File: config.mk
export PLATFORM = sky130hd
export DESIGN_NAME = acr_regs
export DESIGN_NICKNAME = d
export VERILOG_FILES = /design/src/include/acr_pkg.sv /design/src/logic/acr_regs.sv
export SDC_FILE = /design/constraint.sdc
export NUM_CORES = 1
export LEC_CHECK = 0
export ABC_AREA = 1
export BUFFER_PORTS_ARGS = -buffer_cell sky130_fd_sc_hd__buf_2
export CAP_MARGIN = 20
export CORE_ASPECT_RATIO = 0.5
export CORE_MARGIN = 2
export CORE_UTILIZATION = 54
export CTS_BUF_LIST = sky130_fd_sc_hd__clkbuf_8
export DETAILED_ROUTE_END_ITERATION = 10
export PLACE_DENSITY = 0.88
export SYNTH_ARGS = -nofsm -noshare
export SYNTH_HDL_FRONTEND = slang
export SYNTH_SLANG_ARGS = --single-unit
export TNS_END_PERCENT = 50
File: constraint.sdc
create_clock -name sys_clk -period 1.95 [get_ports sys_clk]
set_input_delay 0 -clock sys_clk [delete_from_list [all_inputs] [get_ports sys_clk]]
set_output_delay 0 -clock sys_clk [all_outputs]
set_load 0.02 [all_outputs]
File: src/include/acr_pkg.sv
/*
 * Shared constants and types for the amplifier clip, current-limit and
 * high-pass status/control register bank.
 * Assumes a two-wire slave front end outside this block that turns bus
 * transactions into single-cycle register read and write strobes.
 */
// Contract
// - Register 0x24: read-only clip flag per channel, channel one in bit 0.
// - Current-limit register: read-only warning flag per channel, 1 on hit.
// - Current-limit register at 0x25 resets to zero; upper nibble reads 0.
// - Three-bit corner field selects high-pass cutoff, 3.7 Hz to 463 Hz.
// - Filter register 0x26 resets to 0x40; host writes reserved 01000 back.
// - Switching frequency selectable as 38, 44 or 48 times sample rate.
// - Paralleled pair raises a fault when its two state entries differ.
// - Parallel-bridge requests take effect only in standby.
// - Load diagnostics stay available for parallel-bridge channels.
// - Register 0x00 places each channel in line-driver mode.
// - Line check reports amplifier connected from 600 ohm to 4.7 kohm.
// - Mask bit 0 shows current-limit warnings on the warning pin, 1 hides.
// - Clip-detect enable resets to 1; when 0 no clip flags are produced.
package acr_pkg;

    localparam int         NUM_CHAN        = 4;
    localparam int         ADDR_W          = 8;
    localparam int         DATA_W          = 8;
    localparam int         IMP_W           = 13;
    localparam int         STATE_W         = 2;

    // Register offsets.
    localparam logic [7:0] OFS_LINE_CFG    = 8'h00;
    localparam logic [7:0] OFS_CLIP        = 8'h24;
    localparam logic [7:0] OFS_ILIM        = 8'h25;
    localparam logic [7:0] OFS_HPF         = 8'h26;

    // Reset values.
    localparam logic [7:0] RST_CLIP        = 8'h00;
    localparam logic [7:0] RST_ILIM        = 8'h00;
    localparam logic [7:0] RST_HPF         = 8'h40;
    localparam logic [7:0] RST_LINE_CFG    = 8'h00;
    localparam logic [7:0] RD_UNMAPPED     = 8'h00;
    localparam logic [3:0] RESV_NIBBLE     = 4'h0;

    // Field positions of the high-pass register.
    localparam int         HPF_LSB         = 0;
    localparam int         HPF_MSB         = 2;

    // Line-load window in ohms.
    localparam logic [12:0] LINE_IMP_MIN   = 13'h0258;
    localparam logic [12:0] LINE_IMP_MAX   = 13'h125C;

    // Switching ratio codes and the ratios they give.
    typedef enum logic [2:0] {
        SW_38FS = 3'b000,
        SW_44FS = 3'b001,
        SW_48FS = 3'b010,
        SW_8FS  = 3'b011,
        SW_10FS = 3'b100
    } acr_sw_sel_t;

    localparam logic [5:0] RATIO_38        = 6'h26;
    localparam logic [5:0] RATIO_44        = 6'h2C;
    localparam logic [5:0] RATIO_48        = 6'h30;
    localparam logic [5:0] RATIO_8         = 6'h08;
    localparam logic [5:0] RATIO_10        = 6'h0A;

    // One register access from the two-wire front end.
    typedef struct packed {
        logic              rd;
        logic              wr;
        logic [ADDR_W-1:0] addr;
        logic [DATA_W-1:0] wdata;
    } acr_reg_req_t;

endpackage

File: src/logic/acr_regs.sv
/*
 * Clip, current-limit and high-pass register bank with the related
 * switching-ratio, parallel-bridge and line-driver control logic.
 * Assumes the per-channel analog detectors arrive asynchronously and that
 * the two-wire front end issues at most one access per cycle.
 */
`timescale 1ns/1ps
module acr_regs #(
    parameter int NUM_CHAN = acr_pkg::NUM_CHAN
) (
    // Clock and reset
    input  wire logic                     sys_clk,
    input  wire logic                     srst,
    // Register access
    input  wire acr_pkg::acr_reg_req_t    reg_req,
    output logic [acr_pkg::DATA_W-1:0]    reg_rdata,
    output logic                          reg_rvalid,
    // Analog detectors, asynchronous
    input  wire logic [NUM_CHAN-1:0]      clip_detect_raw,
    input  wire logic [NUM_CHAN-1:0]      current_cap_event,
    // Control bits held elsewhere
    input  wire logic                     clip_detect_enable,
    input  wire logic                     overcurrent_pin_mask,
    input  wire logic [2:0]               sw_freq_sel,
    // Parallel bridge
    input  wire logic                     standby,
    input  wire logic [1:0]               parallel_bridge_req,
    input  wire logic [NUM_CHAN*acr_pkg::STATE_W-1:0] chan_state,
    output logic [1:0]                    parallel_bridge_mode,
    output logic [1:0]                    bridge_pair_fault,
    // Load and line diagnostics
    input  wire logic [NUM_CHAN-1:0]      diag_req,
    input  wire logic [NUM_CHAN*acr_pkg::IMP_W-1:0] line_imp_ohms,
    output logic [NUM_CHAN-1:0]           diag_run,
    output logic [NUM_CHAN-1:0]           line_mode,
    output logic [NUM_CHAN-1:0]           line_amp_connected,
    // Status and control outputs
    output logic                          warn_pin,
    output logic [2:0]                    highpass_cutoff_select,
    output logic [5:0]                    sw_ratio
);

    logic [NUM_CHAN-1:0] clip_s1_r, clip_s2_r, clip_s3_r, clip_flt_r;
    logic [NUM_CHAN-1:0] ilim_s1_r, ilim_s2_r, ilim_s3_r, ilim_flt_r;
    logic [NUM_CHAN-1:0] clip_flags_r, ilim_flags_r;
    logic [7:0]          hpf_ctrl_r;
    logic [7:0]          line_cfg_r;
    logic [1:0]          bridge_mode_r;
    logic [1:0]          bridge_fault_r;
    logic                warn_r;
    logic [5:0]          sw_ratio_r;
    logic [NUM_CHAN-1:0] line_conn_r;
    logic [7:0]          rdata_r;
    logic                rvalid_r;
    logic [7:0]          rdata_nxt;

    // Three-stage synchronisers; a change counts once stages two and three
    // agree, so a single metastable sample never reaches the flags.
    always_ff @(posedge sys_clk) begin
        if (srst) begin
            clip_s1_r <= '0;
            clip_s2_r <= '0;
            clip_s3_r <= '0;
            ilim_s1_r <= '0;
            ilim_s2_r <= '0;
            ilim_s3_r <= '0;
        end else begin
            clip_s1_r <= clip_detect_raw;
            clip_s2_r <= clip_s1_r;
            clip_s3_r <= clip_s2_r;
            ilim_s1_r <= current_cap_event;
            ilim_s2_r <= ilim_s1_r;
            ilim_s3_r <= ilim_s2_r;
        end
    end

    always_ff @(posedge sys_clk) begin
        if (srst) begin
            clip_flt_r <= '0;
            ilim_flt_r <= '0;
        end else begin
            clip_flt_r <= (clip_s2_r & clip_s3_r)
                        | (clip_flt_r & (clip_s2_r ^ clip_s3_r));
            ilim_flt_r <= (ilim_s2_r & ilim_s3_r)
                        | (ilim_flt_r & (ilim_s2_r ^ ilim_s3_r));
        end
    end

    // Status flags follow the live condition; they are not sticky.
    always_ff @(posedge sys_clk) begin
        if (srst) begin
            clip_flags_r <= acr_pkg::RST_CLIP[NUM_CHAN-1:0];
            ilim_flags_r <= acr_pkg::RST_ILIM[NUM_CHAN-1:0];
        end else begin
            clip_flags_r <= clip_detect_enable ? clip_flt_r : '0;
            ilim_flags_r <= ilim_flt_r;
        end
    end

    always_ff @(posedge sys_clk) begin
        if (srst) begin
            warn_r <= 1'b0;
        end else begin
            warn_r <= (|ilim_flags_r) & ~overcurrent_pin_mask;
        end
    end

    // Writable registers; reserved bits of the filter register are stored
    // as written so the host's write-back of 01000 reads back intact.
    always_ff @(posedge sys_clk) begin
        if (srst) begin
            hpf_ctrl_r <= acr_pkg::RST_HPF;
            line_cfg_r <= acr_pkg::RST_LINE_CFG;
        end else if (reg_req.wr) begin
            if (reg_req.addr == acr_pkg::OFS_HPF) begin
                hpf_ctrl_r <= reg_req.wdata;
            end
            if (reg_req.addr == acr_pkg::OFS_LINE_CFG) begin
                line_cfg_r <= reg_req.wdata;
            end
        end
    end

    // Reads are captured in one edge from registered flags, so every bit
    // of a returned byte comes from the same cycle.
    always_comb begin
        rdata_nxt = acr_pkg::RD_UNMAPPED;
        unique case (reg_req.addr)
            acr_pkg::OFS_CLIP:
                rdata_nxt = {acr_pkg::RESV_NIBBLE, clip_flags_r};
            acr_pkg::OFS_ILIM:
                rdata_nxt = {acr_pkg::RESV_NIBBLE, ilim_flags_r};
            acr_pkg::OFS_HPF:
                rdata_nxt = hpf_ctrl_r;
            acr_pkg::OFS_LINE_CFG:
                rdata_nxt = line_cfg_r;
            default:
                rdata_nxt = acr_pkg::RD_UNMAPPED;
        endcase
    end

    always_ff @(posedge sys_clk) begin
        if (srst) begin
            rdata_r  <= '0;
            rvalid_r <= 1'b0;
        end else begin
            rvalid_r <= reg_req.rd;
            if (reg_req.rd) begin
                rdata_r <= rdata_nxt;
            end
        end
    end

    // Illegal selector codes fall back to the 44x ratio.
    always_ff @(posedge sys_clk) begin
        if (srst) begin
            sw_ratio_r <= acr_pkg::RATIO_44;
        end else begin
            unique case (sw_freq_sel)
                acr_pkg::SW_38FS: sw_ratio_r <= acr_pkg::RATIO_38;
                acr_pkg::SW_44FS: sw_ratio_r <= acr_pkg::RATIO_44;
                acr_pkg::SW_48FS: sw_ratio_r <= acr_pkg::RATIO_48;
                acr_pkg::SW_8FS:  sw_ratio_r <= acr_pkg::RATIO_8;
                acr_pkg::SW_10FS: sw_ratio_r <= acr_pkg::RATIO_10;
                default:          sw_ratio_r <= acr_pkg::RATIO_44;
            endcase
        end
    end

    // Pair 0 is channels one and two, pair 1 channels three and four.
    always_ff @(posedge sys_clk) begin
        if (srst) begin
            bridge_mode_r <= '0;
        end else if (standby) begin
            bridge_mode_r <= parallel_bridge_req;
        end
    end

    genvar p;
    generate
        for (p = 0; p < 2; p++) begin : g_pair
            localparam int LO = 2 * p * acr_pkg::STATE_W;
            localparam int HI = LO + acr_pkg::STATE_W;
            always_ff @(posedge sys_clk) begin
                if (srst) begin
                    bridge_fault_r[p] <= 1'b0;
                end else begin
                    bridge_fault_r[p] <= bridge_mode_r[p] &&
                        (chan_state[LO +: acr_pkg::STATE_W] !=
                         chan_state[HI +: acr_pkg::STATE_W]);
                end
            end
        end
    endgenerate

    genvar c;
    generate
        for (c = 0; c < NUM_CHAN; c++) begin : g_chan
            logic [acr_pkg::IMP_W-1:0] imp;
            assign imp = line_imp_ohms[c*acr_pkg::IMP_W +: acr_pkg::IMP_W];
            always_ff @(posedge sys_clk) begin
                if (srst) begin
                    line_conn_r[c] <= 1'b0;
                end else begin
                    line_conn_r[c] <= line_cfg_r[c]
                        && imp >= acr_pkg::LINE_IMP_MIN
                        && imp <= acr_pkg::LINE_IMP_MAX;
                end
            end
        end
    endgenerate

    assign reg_rdata              = rdata_r;
    assign reg_rvalid             = rvalid_r;
    assign warn_pin               = warn_r;
    assign highpass_cutoff_select =
        hpf_ctrl_r[acr_pkg::HPF_MSB:acr_pkg::HPF_LSB];
    assign sw_ratio               = sw_ratio_r;
    assign parallel_bridge_mode   = bridge_mode_r;
    assign bridge_pair_fault      = bridge_fault_r;
    assign line_mode              = line_cfg_r[NUM_CHAN-1:0];
    assign line_amp_connected     = line_conn_r;
    // Diagnostics are never gated by the bridge pairing.
    assign diag_run               = diag_req;
endmodule // acr_regs
# Word-level counts from Yosys, hierarchy flattened
# Cells that the tools add are included.
# totals
regBits	80
output_inout_bits	35
wordCells	68
# classes
order_cmp	8
n_eq_ne	8
n_mux	2
n_bitwise	11
n_reduce_logical	16
# ops
operator	count
13-bit by 10-bit >= comparator with 1-bit output, second input constant	4
13-bit less-or-equal comparator, second input constant	4
8-bit case mux with 4 select lines	1
8-bit by 6-bit equality test with 1-bit output, second input constant	3
6-bit case mux with 4 select lines	1
4-bit bitwise AND	4
1-bit logical AND	10
8-bit zero test	1
4-bit OR	2
4-bit XOR	2
3-bit by 2-bit equality test with 1-bit output, second input constant	2
2-bit != test	2
2-bit AND reduction	2
4-bit OR reduction	1
3-bit equality test, second input constant	1
3-bit zero test	1
1-bit inverter	2
2-bit OR reduction	1
1-bit bitwise AND	1

# Longest topological paths before layout
# Gate-level depths: netlist of run 1.
# depth
depth_word	3
mapped_depth	8
depth_no_buf	8

# Least setup slack after synthesis of run 1
# Ideal clock, no wire load.
# synth_timing
kind	flip-flop to flip-flop
startpoint	register clip_s2_r[2]
endpoint	register clip_flt_r[2]
setup_time_ns	0.128
arrival_ns	0.735
required_ns	1.822
path_slack_ns	1.088
path_stages_with_launch	4
n_path_buf	0
period_less_slack_ns	0.862
cell_sequence	dfxtp_1 -> ha_1 -> a21oi_1 -> nor2_1
# synth_between
elab_chain_cells	3
word_cells_on_any_way	4
# synth_rtl
element	line_no	text
start: declaration	acr_regs.sv:43	logic [NUM_CHAN-1:0] clip_s1_r, clip_s2_r, clip_s3_r, clip_flt_r;
start signal: assignment	acr_regs.sv:69	clip_s2_r <= clip_s1_r;
4-bit XOR	acr_regs.sv:83	| (clip_flt_r & (clip_s2_r ^ clip_s3_r));
4-bit bitwise AND	acr_regs.sv:83	
4-bit OR (*)	acr_regs.sv:83	
end signal: assignment	acr_regs.sv:82	clip_flt_r <= (clip_s2_r & clip_s3_r)
end: declaration	acr_regs.sv:43	
# Every way passes the cells marked *; elsewhere a longest branch is shown, timed or not.
# A chain may end at the register's enable or synchronous reset.

# Worst setup path after layout of run 1
# layout_timing
startpoint	input port chan_state[3] (netlist name)
endpoint	register bridge_fault_r[0], in the netlist bridge_pair_fault[0]
# layout_between
elab_chain_cells	2
# layout_rtl
element	line_no	text
start: declaration	acr_regs.sv:28	input wire logic [NUM_CHAN*acr_pkg::STATE_W-1:0] chan_state,
2-bit != test	acr_regs.sv:189	(chan_state[LO +: acr_pkg::STATE_W] !=
1-bit logical AND	acr_regs.sv:188	bridge_fault_r[p] <= bridge_mode_r[p] &&
end signal: indexed assignment	acr_regs.sv:188	
end: declaration	acr_regs.sv:49	logic [1:0] bridge_fault_r;
# No other way between the ends.

==> results of run 1 <==
-- cells by family (layout without fill, tap and decap cells) --
group	after synthesis	after routing
and+or+nand+nor	203	203
buffers and inverters	97	258
DFF	79	79
AOI/OAI and AO/OA	67	67
adders and majority gates	8	8
other	1	1
-- stage by stage --
stage	hold slack [ps]	area [sq um]	std cells	setup slack [ps]	util
2_1_floorplan	79.3	3380	455	1090	-
3_3_place_gp	0.236	3970	646	842	0.656
3_5_place_dp	0.236	3970	646	787	0.656
4_1_cts	0.236	4580	705	53.0	0.756
5_1_grt	0.0292	4580	704	95.2	0.757
6_report	0.00885	4580	704	162	0.757
-- worst min path at each step --
stage	to	slack, ps	cells past startpoint
4_1_cts	diag_run[0]	0.2	0
5_1_grt	diag_run[3]	0.03	0
3_5_place_dp	diag_run[0]	0.2	0
3_3_place_gp	diag_run[0]	0.2	0
6_report	diag_run[0]	0.009	0
2_1_floorplan	warn_pin	80	1
-- worst max-delay path, stage by stage --
cell and delay, ps:
dlygate4sd3_1 530, buf_2 110, nand2_1 40, dlygate4sd3_1 580, a22oi_1 170, dlygate4sd3_1 570
nor2_1 40
-- metal layers --
| metal | global-route usage | up-vias |
|---|---|---|
| met3 | 0.0801 | 28 |
| li1 | - | 1714 |
| met1 | 0.269 | 1532 |
| met4 | 0.119 | 0 |
| met2 | 0.468 | 156 |
| met5 | 0 | - |
-- cells in the mapped netlist --
cell,number
buf_6,2
buf_4,12
o21ai_0,18
inv_4,1
nor3_1,6
a21oi_1,28
dfxtp_1,79
a22oi_1,4
o22ai_1,4
nor2_8,1
nand2_1,55
clkinv_1,1
nor2_1,94
o21ai_2,4
ha_1,8
nor2_2,1
nor2_4,3
o211ai_1,1
buf_2,2
nand2_4,2
nor3b_1,1
inv_2,1
or2_2,6
inv_1,71
nand2_2,3
nor4_1,3
conb_1,1
clkbuf_1,6
o21ai_1,8
clkbuf_2,1
nand3b_1,1
nand3_1,27
-- flip-flops by register name, indices dropped and copies added (netlist names), 5 cells and up --
signal / count
line_cfg_r: 8
reg_rdata: 8
hpf_ctrl_r: 8
sw_ratio: 5
-- report_power, final --
part,switching [uW],internal [uW]
clock,593,492
sequential,12.3,1640
combinational,187,178
total,792,2310
-- final cells by class --
type | count | share of cell area
clock buffers | 10 | 0.0300
clock inverters | 6 | 0.00819
inverters | 74 | 0.0611
multi-input cells | 279 | 0.301
flip-flops and latches | 79 | 0.345
well taps | 88 | 0.0240
repair buffers | 168 | 0.230
-- repair_timing --
action | 4_1_cts | 5_1_grt
buffers inserted | 0 | 0
resized for setup | 0 | 3
setup endpoints to repair | 0 | 2
hold buffers | 43 | 0
endpoints found under the hold margin | 46 | 0
==> summary.md, run 1 <==
| Metric | Value |
|---|---|
| Synthesized flop and latch total | `79` |
| Initial Utilization | `0.558` |
| Cell area after synthesis | `3380 sq um` |
| PwrDens | `678 nW/um^2` |
| Post-synth top area share | `0.468` |
| Clock Sink Count | `79` |
| Net Count, Synth | `563` |
| Synth area leader | `dfxtp_1` |
| Seq/Total Area, Yosys | `0.468` |
| R2R Setup Slk | `690 ps` |
| Cell count after synthesis | `455` |
| CP Capture Type | `flip-flop` |
| CTS H-tree lvls | `3` |
| Initial antenna violation count | `0` |
| Commonest cells after routing, fill and taps aside | `125 x buf_2, 94 x nor2_1, 79 x dfxtp_1, 73 x inv_1, 55 x nand2_1` |
| DR DRC count | `0` |
| Layout Area Growth over Synthesis | `35.6%` |
| RR Endpoint | `line_amp_connected[3]` |
| HP Class | `in -> out` |
| Floorplan core area | `6060 sq um` |
| CP Capture Point | `bridge_pair_fault[0]` |
| DR WL met3 | `702 um` |
| Area of the multi-input gates | `1380 sq um` |
| Vias in the first global route | `3,115` |
| MaxCap Viol Count | `0` |
| Post-synthesis simple-gate area fraction | `0.265` |
| Final slew viol count | `0` |
| Metal2 WL | `4350 um` |
| RePlAce Congestion | `0.787` |
| Full die area | `6950 sq um` |
| Synth top area cells | `dfxtp_1 47%, nor2_1 10%, inv_1 7.9%, nand2_1 6.1%, a21oi_1 4.1%` |
| Clk_lat worst skew | `350 ps` |
| Status | `finished clean` |
| Mux contribution to synthesized area | `0` |
| Gr usage total | `0.253` |
| Cts bufs inserted | `9` |
| First-pass GRT wire length | `13,500 um` |
| Ant. Diodes | `0` |
| DRT Pass-1 Iters | `5` |
| Fmax | `0.559 GHz` |
| Met1 wire length | `3410 um` |
| YS warnings | `0` |
| VDD IR-drop max | `0.000525 V` |
| CP max FO | `2` |
| Main combinational cell family by area after synthesis | `simple AND/OR/NAND/NOR gates` |
| Reg-to-reg startpoint | `line_cfg_r[3]` |
| Required time worst endpoint | `2200 ps` |
| Crit path kind | `in -> reg` |
| Synth Area in XOR/XNOR | `0` |
| Largest net degree at the start of global routing | `51` |
| IO Port Bufs | `125` |
| Slew HR | `0.453` |
| Share of cells above drive strength 1 | `0.266` |
| Setup crit start | `chan_state[3]` |
| Reg clk slew, reported paths | `80 ps` |
| Total gr overflow | `0` |
| Hold Startpoint | `diag_req[0]` |
| Detail Placement HPWL | `5130 um` |
| Final ANT Viol Nets | `0` |
| Syn Area/Cell | `7.43 sq um` |
| FF+latch area | `1580 sq um` |
| Uppermost layer routed | `met4` |
| Crit path DAT | `2040 ps` |
| Finish-stage setup viols | `0` |
| Clock skew | `8.20 ps` |
| Final period util | `0.917` |
| Vias per cell | `4.87` |
| RSZ-0062 raised after global routing | `no` |
| CTS tree | `done` |
| Die height | `60.0 um` |
| Startpoint types | `input pin` |
| Fillers | `426` |
| Io pins | `135` |
| DRC marker count from the first detailed-route iteration | `208` |
| Most common cell after layout, fill and taps aside | `buf_2` |
| Row cnt | `20` |
| Via count | `3,430` |
| Post-route minimum period | `1790 ps` |
| Wirelength per Cell | `12.3 um` |
| Fin. Hold Viols | `0` |
| Adder and majority cell fraction of the synthesized area | `0.0296` |
| Total power | `3110 uW` |
| Worst r2r path cells | `5` |
| Distinct cells, synth | `32` |
| WL final | `8680 um` |
| Clock Path Buffers | `2` |
| Die X | `116 um` |
| Post-synthesis compound-gate area fraction | `0.109` |
| Clk root buf | `clkbuf_8` |
| Leakage | `0.00228 uW` |
| TNS Setup | `0 ps` |
| Final nets | `719` |
| Slew @ Worst Pin | `820 ps` |
Note: power is estimated with default switching activity, not from simulation.
==> run 2: changes to the inputs <==
--- a/config.mk
+++ b/config.mk
@@ -13,7 +13,9 @@
 export CORE_UTILIZATION = 54
 export CTS_BUF_LIST = sky130_fd_sc_hd__clkbuf_8
 export DETAILED_ROUTE_END_ITERATION = 10
+export GPL_TIMING_DRIVEN = 0
 export PLACE_DENSITY = 0.88
+export RECOVER_POWER = 100
 export SYNTH_ARGS = -nofsm -noshare
 export SYNTH_HDL_FRONTEND = slang
 export SYNTH_SLANG_ARGS = --single-unit
==> run 2 against run 1 <==
Compared with the run above: clock-buffer cell count is 1 lower; cell count is 3.3% higher; clock skew rose by 0.90 ps; sequential power is essentially flat; die area unchanged; critical path depth did not move; via count rose by 2.1%; core utilization up 0.56 points; global-route usage about the same; worst setup slack better by 17 ps; clock power grew 5%; design area is 0.74% higher; critical path type unchanged; largest power group unchanged.
==> summary.md, run 2 (synthesized netlist as in run 1, its figures left out) <==
| Metric | Value |
|---|---|
| Reg-to-reg startpoint | `line_cfg_r[3]` |
| Clk root buf | `clkbuf_8` |
| Finish-stage setup viols | `0` |
| Final slew viol count | `0` |
| Hold Path Depth | `4` |
| WL final | `8710 um` |
| RePlAce Congestion | `0.805` |
| FF+latch area | `1580 sq um` |
| CP bufs+invs | `4` |
| Die X | `116 um` |
| Ant. Diodes | `0` |
| Fmax | `0.564 GHz` |
| DR DRC count | `0` |
| Critical-path cell list | `dlygate4sd3_1, buf_2, o21ai_0, dlygate4sd3_1, nand3_1, nor2_1, dlygate4sd3_1` |
| RR Endpoint | `line_amp_connected[3]` |
| Initial Utilization | `0.558` |
| Area of the multi-input gates | `1320 sq um` |
| Crit path DAT | `2070 ps` |
| HP Class | `in -> reg` |
| VDD IR-drop max | `0.000496 V` |
| Worst r2r path cells | `5` |
| PwrDens | `685 nW/um^2` |
| DRC marker count from the first detailed-route iteration | `225` |
| Share of cells above drive strength 1 | `0.213` |
| Leakage | `0.00218 uW` |
| Fin. Hold Viols | `0` |
| DRT Pass-1 Iters | `5` |
| Largest net degree at the start of global routing | `17` |
| Hold Startpoint | `chan_state[7]` |
| Clock Path Buffers | `2` |
| Most common cell after layout, fill and taps aside | `nor2_1` |
| Status | `finished clean` |
| R2R Setup Slk | `630 ps` |
| Vias per cell | `4.82` |
| CP max-delay cell | `dlygate4sd3_1` |
| Via count | `3,502` |
| Slew @ Worst Pin | `623 ps` |
| CP Capture Type | `flip-flop` |
| Full die area | `6950 sq um` |
| Clk_lat worst skew | `350 ps` |
| Row cnt | `20` |
| Initial antenna violation count | `0` |
| Final ANT Viol Nets | `0` |
| RSZ-0062 raised after global routing | `no` |
| Startpoint types | `input pin` |
| Post-route minimum period | `1770 ps` |
| Clock skew | `9.10 ps` |
| CTS H-tree lvls | `3` |
| Final design utilization | `0.763` |
| Io pins | `135` |
| Top cell family by delay on the critical path | `buffers and inverters` |
| Fillers | `453` |
| Commonest cells after routing, fill and taps aside | `98 x nor2_1, 92 x buf_2, 79 x dfxtp_1, 71 x inv_1, 57 x nand2_1` |
| Total gr overflow | `0` |
| Detail Placement HPWL | `5480 um` |
| CTS tree | `done` |
| Crit path kind | `in -> reg` |
| Final nets | `742` |
| Vias in the first global route | `3,175` |
| Die height | `60.0 um` |
| First-pass GRT wire length | `13,500 um` |
| CP max FO | `1` |
| Sink of the worst hold path | `bridge_pair_fault[1]` |
| Slew HR | `0.585` |
| IO Port Bufs | `127` |
| Reg clk slew, reported paths | `90 ps` |
| Clock Sink Count | `79` |
| Layout Area Growth over Synthesis | `36.6%` |
| CP peak stage delay | `570 ps` |
| Wirelength per Cell | `12.0 um` |
| Floorplan core area | `6060 sq um` |
| Cts bufs inserted | `9` |
| Gr usage total | `0.253` |
| Critical Path Most Common Cell | `dlygate4sd3_1` |
| Final period util | `0.909` |
| TNS Setup | `0 ps` |
| Required time worst endpoint | `2250 ps` |
| MaxCap Viol Count | `0` |
[run 2: cell types whose count changed in the layout (fill, tap and decap cells not counted), moves of 2 or more]
cell | before | now
buf_2 | 125 | 92
buf_4 | 1 | 12
clkbuf_1 | 0 | 44
inv_1 | 73 | 71
inv_6 | 1 | 4
nand2_1 | 55 | 57
nor2_1 | 94 | 98
nor2_4 | 3 | 1
o21ai_0 | 18 | 25
o21ai_1 | 8 | 4
o21ai_2 | 4 | 1
[run 2: report_power, final]
group / switching [uW] / internal (uW) / total, uW
sequential: 11.5 / 1640 / 1660
clock: 651 / 489 / 1140
combinational: 189 / 181 / 369
total: 851 / 2310 / 3160
[run 2: per-layer routing]
| layer | track usage | share of wire | vias to the layer above |
|---|---|---|---|
| met3 | 0.0740 | 0.087 | 22 |
| met2 | 0.480 | 0.49 | 162 |
| met5 | 0 | 0 | - |
| li1 | - | - | 1766 |
| met4 | 0.114 | 0.024 | 0 |
| met1 | 0.266 | 0.39 | 1552 |
[run 2: how the worst max path moves through the flow]
stage	depth (start not counted)	endpoint	startpoint	slack, ps
6_report	7	line_amp_connected[3]	line_imp_ohms[40]	180
5_1_grt	6	parallel_bridge_mode[1]	parallel_bridge_req[1]	130
4_1_cts	7	line_amp_connected[1]	line_imp_ohms[13]	70
3_5_place_dp	5	line_cfg_r[3]	srst	900
3_3_place_gp	9	hpf_ctrl_r[2]	reg_req[11]	920
2_1_floorplan	3	clip_flt_r[2]	clip_s2_r[2]	1090
[run 2: stage by stage]
stage          std cells  power, uW  hold slack, ps  cell area (sq um)  worst slack, ps
3_5_place_dp         670       2000             182               4130              903
3_3_place_gp         670       1990             167               4130              916
2_1_floorplan        455       1860            79.3               3380             1090
5_1_grt              727       3300            46.1               4620              129
4_1_cts              728       3180            2.73               4730             72.6
6_report             727       3160            15.3               4620              178
[run 2: area by class of cell]
type                            instances  share of cell area
Buffer                                 23              0.0306
Clock buffer                            9              0.0268
Clock inverter                          7              0.0130
Inverter                               74              0.0607
Multi-Input combinational cell        279               0.286
Sequential cell                        79               0.342
Tap cell                               88              0.0238
Timing Repair Buffer                  168               0.217
[run 2: worst min-delay path, cell delays in order]
cell     delay, ps
buf_2           80
nand2_1         50
a22oi_1        140
nor3_1          60
[run 2: repair_timing]
item,CTS,global route
hold buffers,42,0
endpoints found under the hold margin,47,0
gates resized for setup,0,4
endpoints found under the setup margin,0,2
setup buffers,0,0
==> run 3: changes to the inputs <==
--- a/config.mk
+++ b/config.mk
@@ -19,4 +19,4 @@
 export SYNTH_ARGS = -nofsm -noshare
 export SYNTH_HDL_FRONTEND = slang
 export SYNTH_SLANG_ARGS = --single-unit
-export TNS_END_PERCENT = 50
+export TNS_END_PERCENT = 30
==> constraint.sdc (replaced) <==
create_clock -name sys_clk -period 2.3 [get_ports sys_clk]
set_input_delay 0 -clock sys_clk [delete_from_list [all_inputs] [get_ports sys_clk]]
set_output_delay 0 -clock sys_clk [all_outputs]
set_load 0.02 [all_outputs]
==> run 3 against run 2 <==
Compared with the run above: largest cell class unchanged; core utilization hardly changed; die area stayed put; worst setup slack better by 76 ps; via count hardly changed; cell count is 0.14% higher; critical path depth stayed put; design area hardly changed; register-to-register slack better by 350 ps; combinational power is 15% lower; highest routed layer unchanged; critical endpoint is now line_amp_connected[0]; first-iteration DRC count is 8.9% lower; largest power group unchanged; clock-buffer cell count stayed put; non-clock buffer count is 1 higher.
==> summary.md, run 3 (synthesized netlist as in run 1, its figures left out) <==
| Metric | Value |
|---|---|
| Detail Placement HPWL | `5480 um` |
| Fin. Hold Viols | `0` |
| Sink of the worst hold path | `bridge_pair_fault[1]` |
| Logic pwr share | `0.117` |
| Clock Path Buffers | `2` |
| Pint | `1960 uW` |
| Reg clk slew, reported paths | `90 ps` |
| Total gr overflow | `0` |
| RSZ-0062 raised after global routing | `no` |
| Critical path depth in cells | `7` |
| Hold Startpoint | `chan_state[7]` |
| Worst hold slack | `15.8 ps` |
| Clock skew | `7.87 ps` |
| Largest net degree at the start of global routing | `17` |
| Critical Path Most Common Cell | `dlygate4sd3_1` |
| Final slew viol count | `0` |
| Floorplan core area | `6060 sq um` |
| VDD IR-drop max | `0.000420 V` |
| Crit path kind | `in -> reg` |
| Top cell family by delay on the critical path | `buffers and inverters` |
| Post-route minimum period | `2050 ps` |
| Gates resized, CTS repair | `0` |
| Part of the power in registers | `0.523` |
| Initial antenna violation count | `0` |
| DP Area | `4130 sq um` |
| Placement Setup Slack | `1250 ps` |
| Full die area | `6950 sq um` |
| Slew @ Worst Pin | `621 ps` |
| Die height | `60.0 um` |
| Io pins | `135` |
| Initial Utilization | `0.558` |
| WL final | `8690 um` |
| Wirelength per Cell | `11.9 um` |
| Die X | `116 um` |
| MaxCap Viol Count | `0` |
| Sw Ratio | `0.269` |
| Leakage | `0.00219 uW` |
| Reg-to-reg startpoint | `line_cfg_r[3]` |
| Startpoint types | `input pin` |
| Share of cells above drive strength 1 | `0.209` |
| Via count | `3,505` |
| Layout Area Growth over Synthesis | `36.6%` |
| HP Class | `in -> reg` |
| Final nets | `743` |
| Row cnt | `20` |
| Final period util | `0.890` |
| RR Endpoint | `line_amp_connected[3]` |
| TNS Setup | `0 ps` |
| Worst r2r path cells | `5` |
| Final design utilization | `0.763` |
| CP bufs+invs | `4` |
| Clock Sink Count | `79` |
| First-pass GRT wire length | `13,500 um` |
| Vias per cell | `4.81` |
| RePlAce Congestion | `0.805` |
| CTS tree | `done` |
| DR DRC count | `0` |
| DRC marker count from the first detailed-route iteration | `205` |
| Crit path DAT | `2340 ps` |
| CP peak stage delay | `600 ps` |
| Most common cell after layout, fill and taps aside | `nor2_1` |
| Slew HR | `0.586` |
| Clk_lat worst skew | `350 ps` |
| Vias in the first global route | `3,175` |
| Required time worst endpoint | `2600 ps` |
| Finish-stage setup viols | `0` |
| Commonest cells after routing, fill and taps aside | `98 x nor2_1, 91 x buf_2, 79 x dfxtp_1, 71 x inv_1, 57 x nand2_1` |
| Worst Setup Slack, final | `254 ps` |
| Critical-path cell list | `dlygate4sd3_1, buf_2, nor4_1, dlygate4sd3_1, nand3_1, a21oi_1, dlygate4sd3_1` |
| PwrDens | `581 nW/um^2` |
| Cts bufs inserted | `9` |
| R2R Setup Slk | `980 ps` |
| IO Port Bufs | `127` |
| Hold Path Depth | `4` |
| Status | `finished clean` |
| CP Capture Type | `flip-flop` |
| Final ANT Viol Nets | `0` |
| Cell area after layout | `4620 sq um` |
| NetSw | `721 uW` |
| CTS H-tree lvls | `3` |
| CP max FO | `1` |
| Clock power share | `0.360` |
| Fmax | `0.489 GHz` |
| CP max-delay cell | `dlygate4sd3_1` |
| Gr usage total | `0.253` |
| Ant. Diodes | `0` |
| DRT Pass-1 Iters | `5` |
| Clk root buf | `clkbuf_8` |
[run 3: cell count changes in the layout (fill, tap and decap cells not counted)]
cell             change
dlygate4sd3_1        +2
inv_4                -1
clkinvlp_2           +1
nor4_2               -1
buf_2                -1
clkdlybuf4s25_1      -1
clkbuf_1             +1
nor4_1               +1
[run 3: final cells by class]
class	count	area, sq um
plain buffers	23	141
repair buffers	169	1010
clock inverters	7	60.1
flip-flops and latches	79	1580
well taps	88	110
inverters	74	279
multi-input cells	279	1310
clock buffers	9	124
fillers	458	1440
[run 3: worst register-to-register path: cells and delay by family, from the launching register on]
kind / cells / cell delay (ps)
flops: 1 / 390
simple gates: 3 / 260
buf+inv: 2 / 620
[run 3: timing repair]
item                                   4_1_cts  5_1_grt
buffers inserted                             0        0
endpoints found under the hold margin       47        0
hold buffers                                42        0
[run 3: stage by stage]
stage          total power, uW  std cells
2_1_floorplan             1570        455
3_3_place_gp              1690        670
3_5_place_dp              1700        670
4_1_cts                   2700        728
5_1_grt                   2800        728
6_report                  2680        728
[run 3: worst max path at each step]
stage / startpoint / endpoint / slack, ps
2_1_floorplan: clip_s2_r[2] / clip_flt_r[2] / 1440
3_3_place_gp: reg_req[11] / hpf_ctrl_r[2] / 1270
3_5_place_dp: srst / line_cfg_r[3] / 1250
4_1_cts: line_imp_ohms[13] / line_amp_connected[1] / 420
5_1_grt: line_imp_ohms[0] / line_amp_connected[0] / 150
6_report: line_imp_ohms[0] / line_amp_connected[0] / 250
[run 3: per-layer routing]
layer	vias to the layer above	part of all wire	wire length [um]	GRT usage
li1	1769	-	-	-
met1	1548	0.40	3450	0.266
met2	159	0.49	4250	0.480
met3	29	0.088	762	0.0740
met4	0	0.025	219	0.114
met5	-	0	0	0
[run 3: power by group through the flow]
stage	clock [uW]	sequential (uW)	combinational, uW
final	966	1400	313
after CTS	980	1400	314
after global routing	1050	1410	345
after floorplan	0	1450	128
after detailed placement	0	1440	263
after global placement	0	1430	256
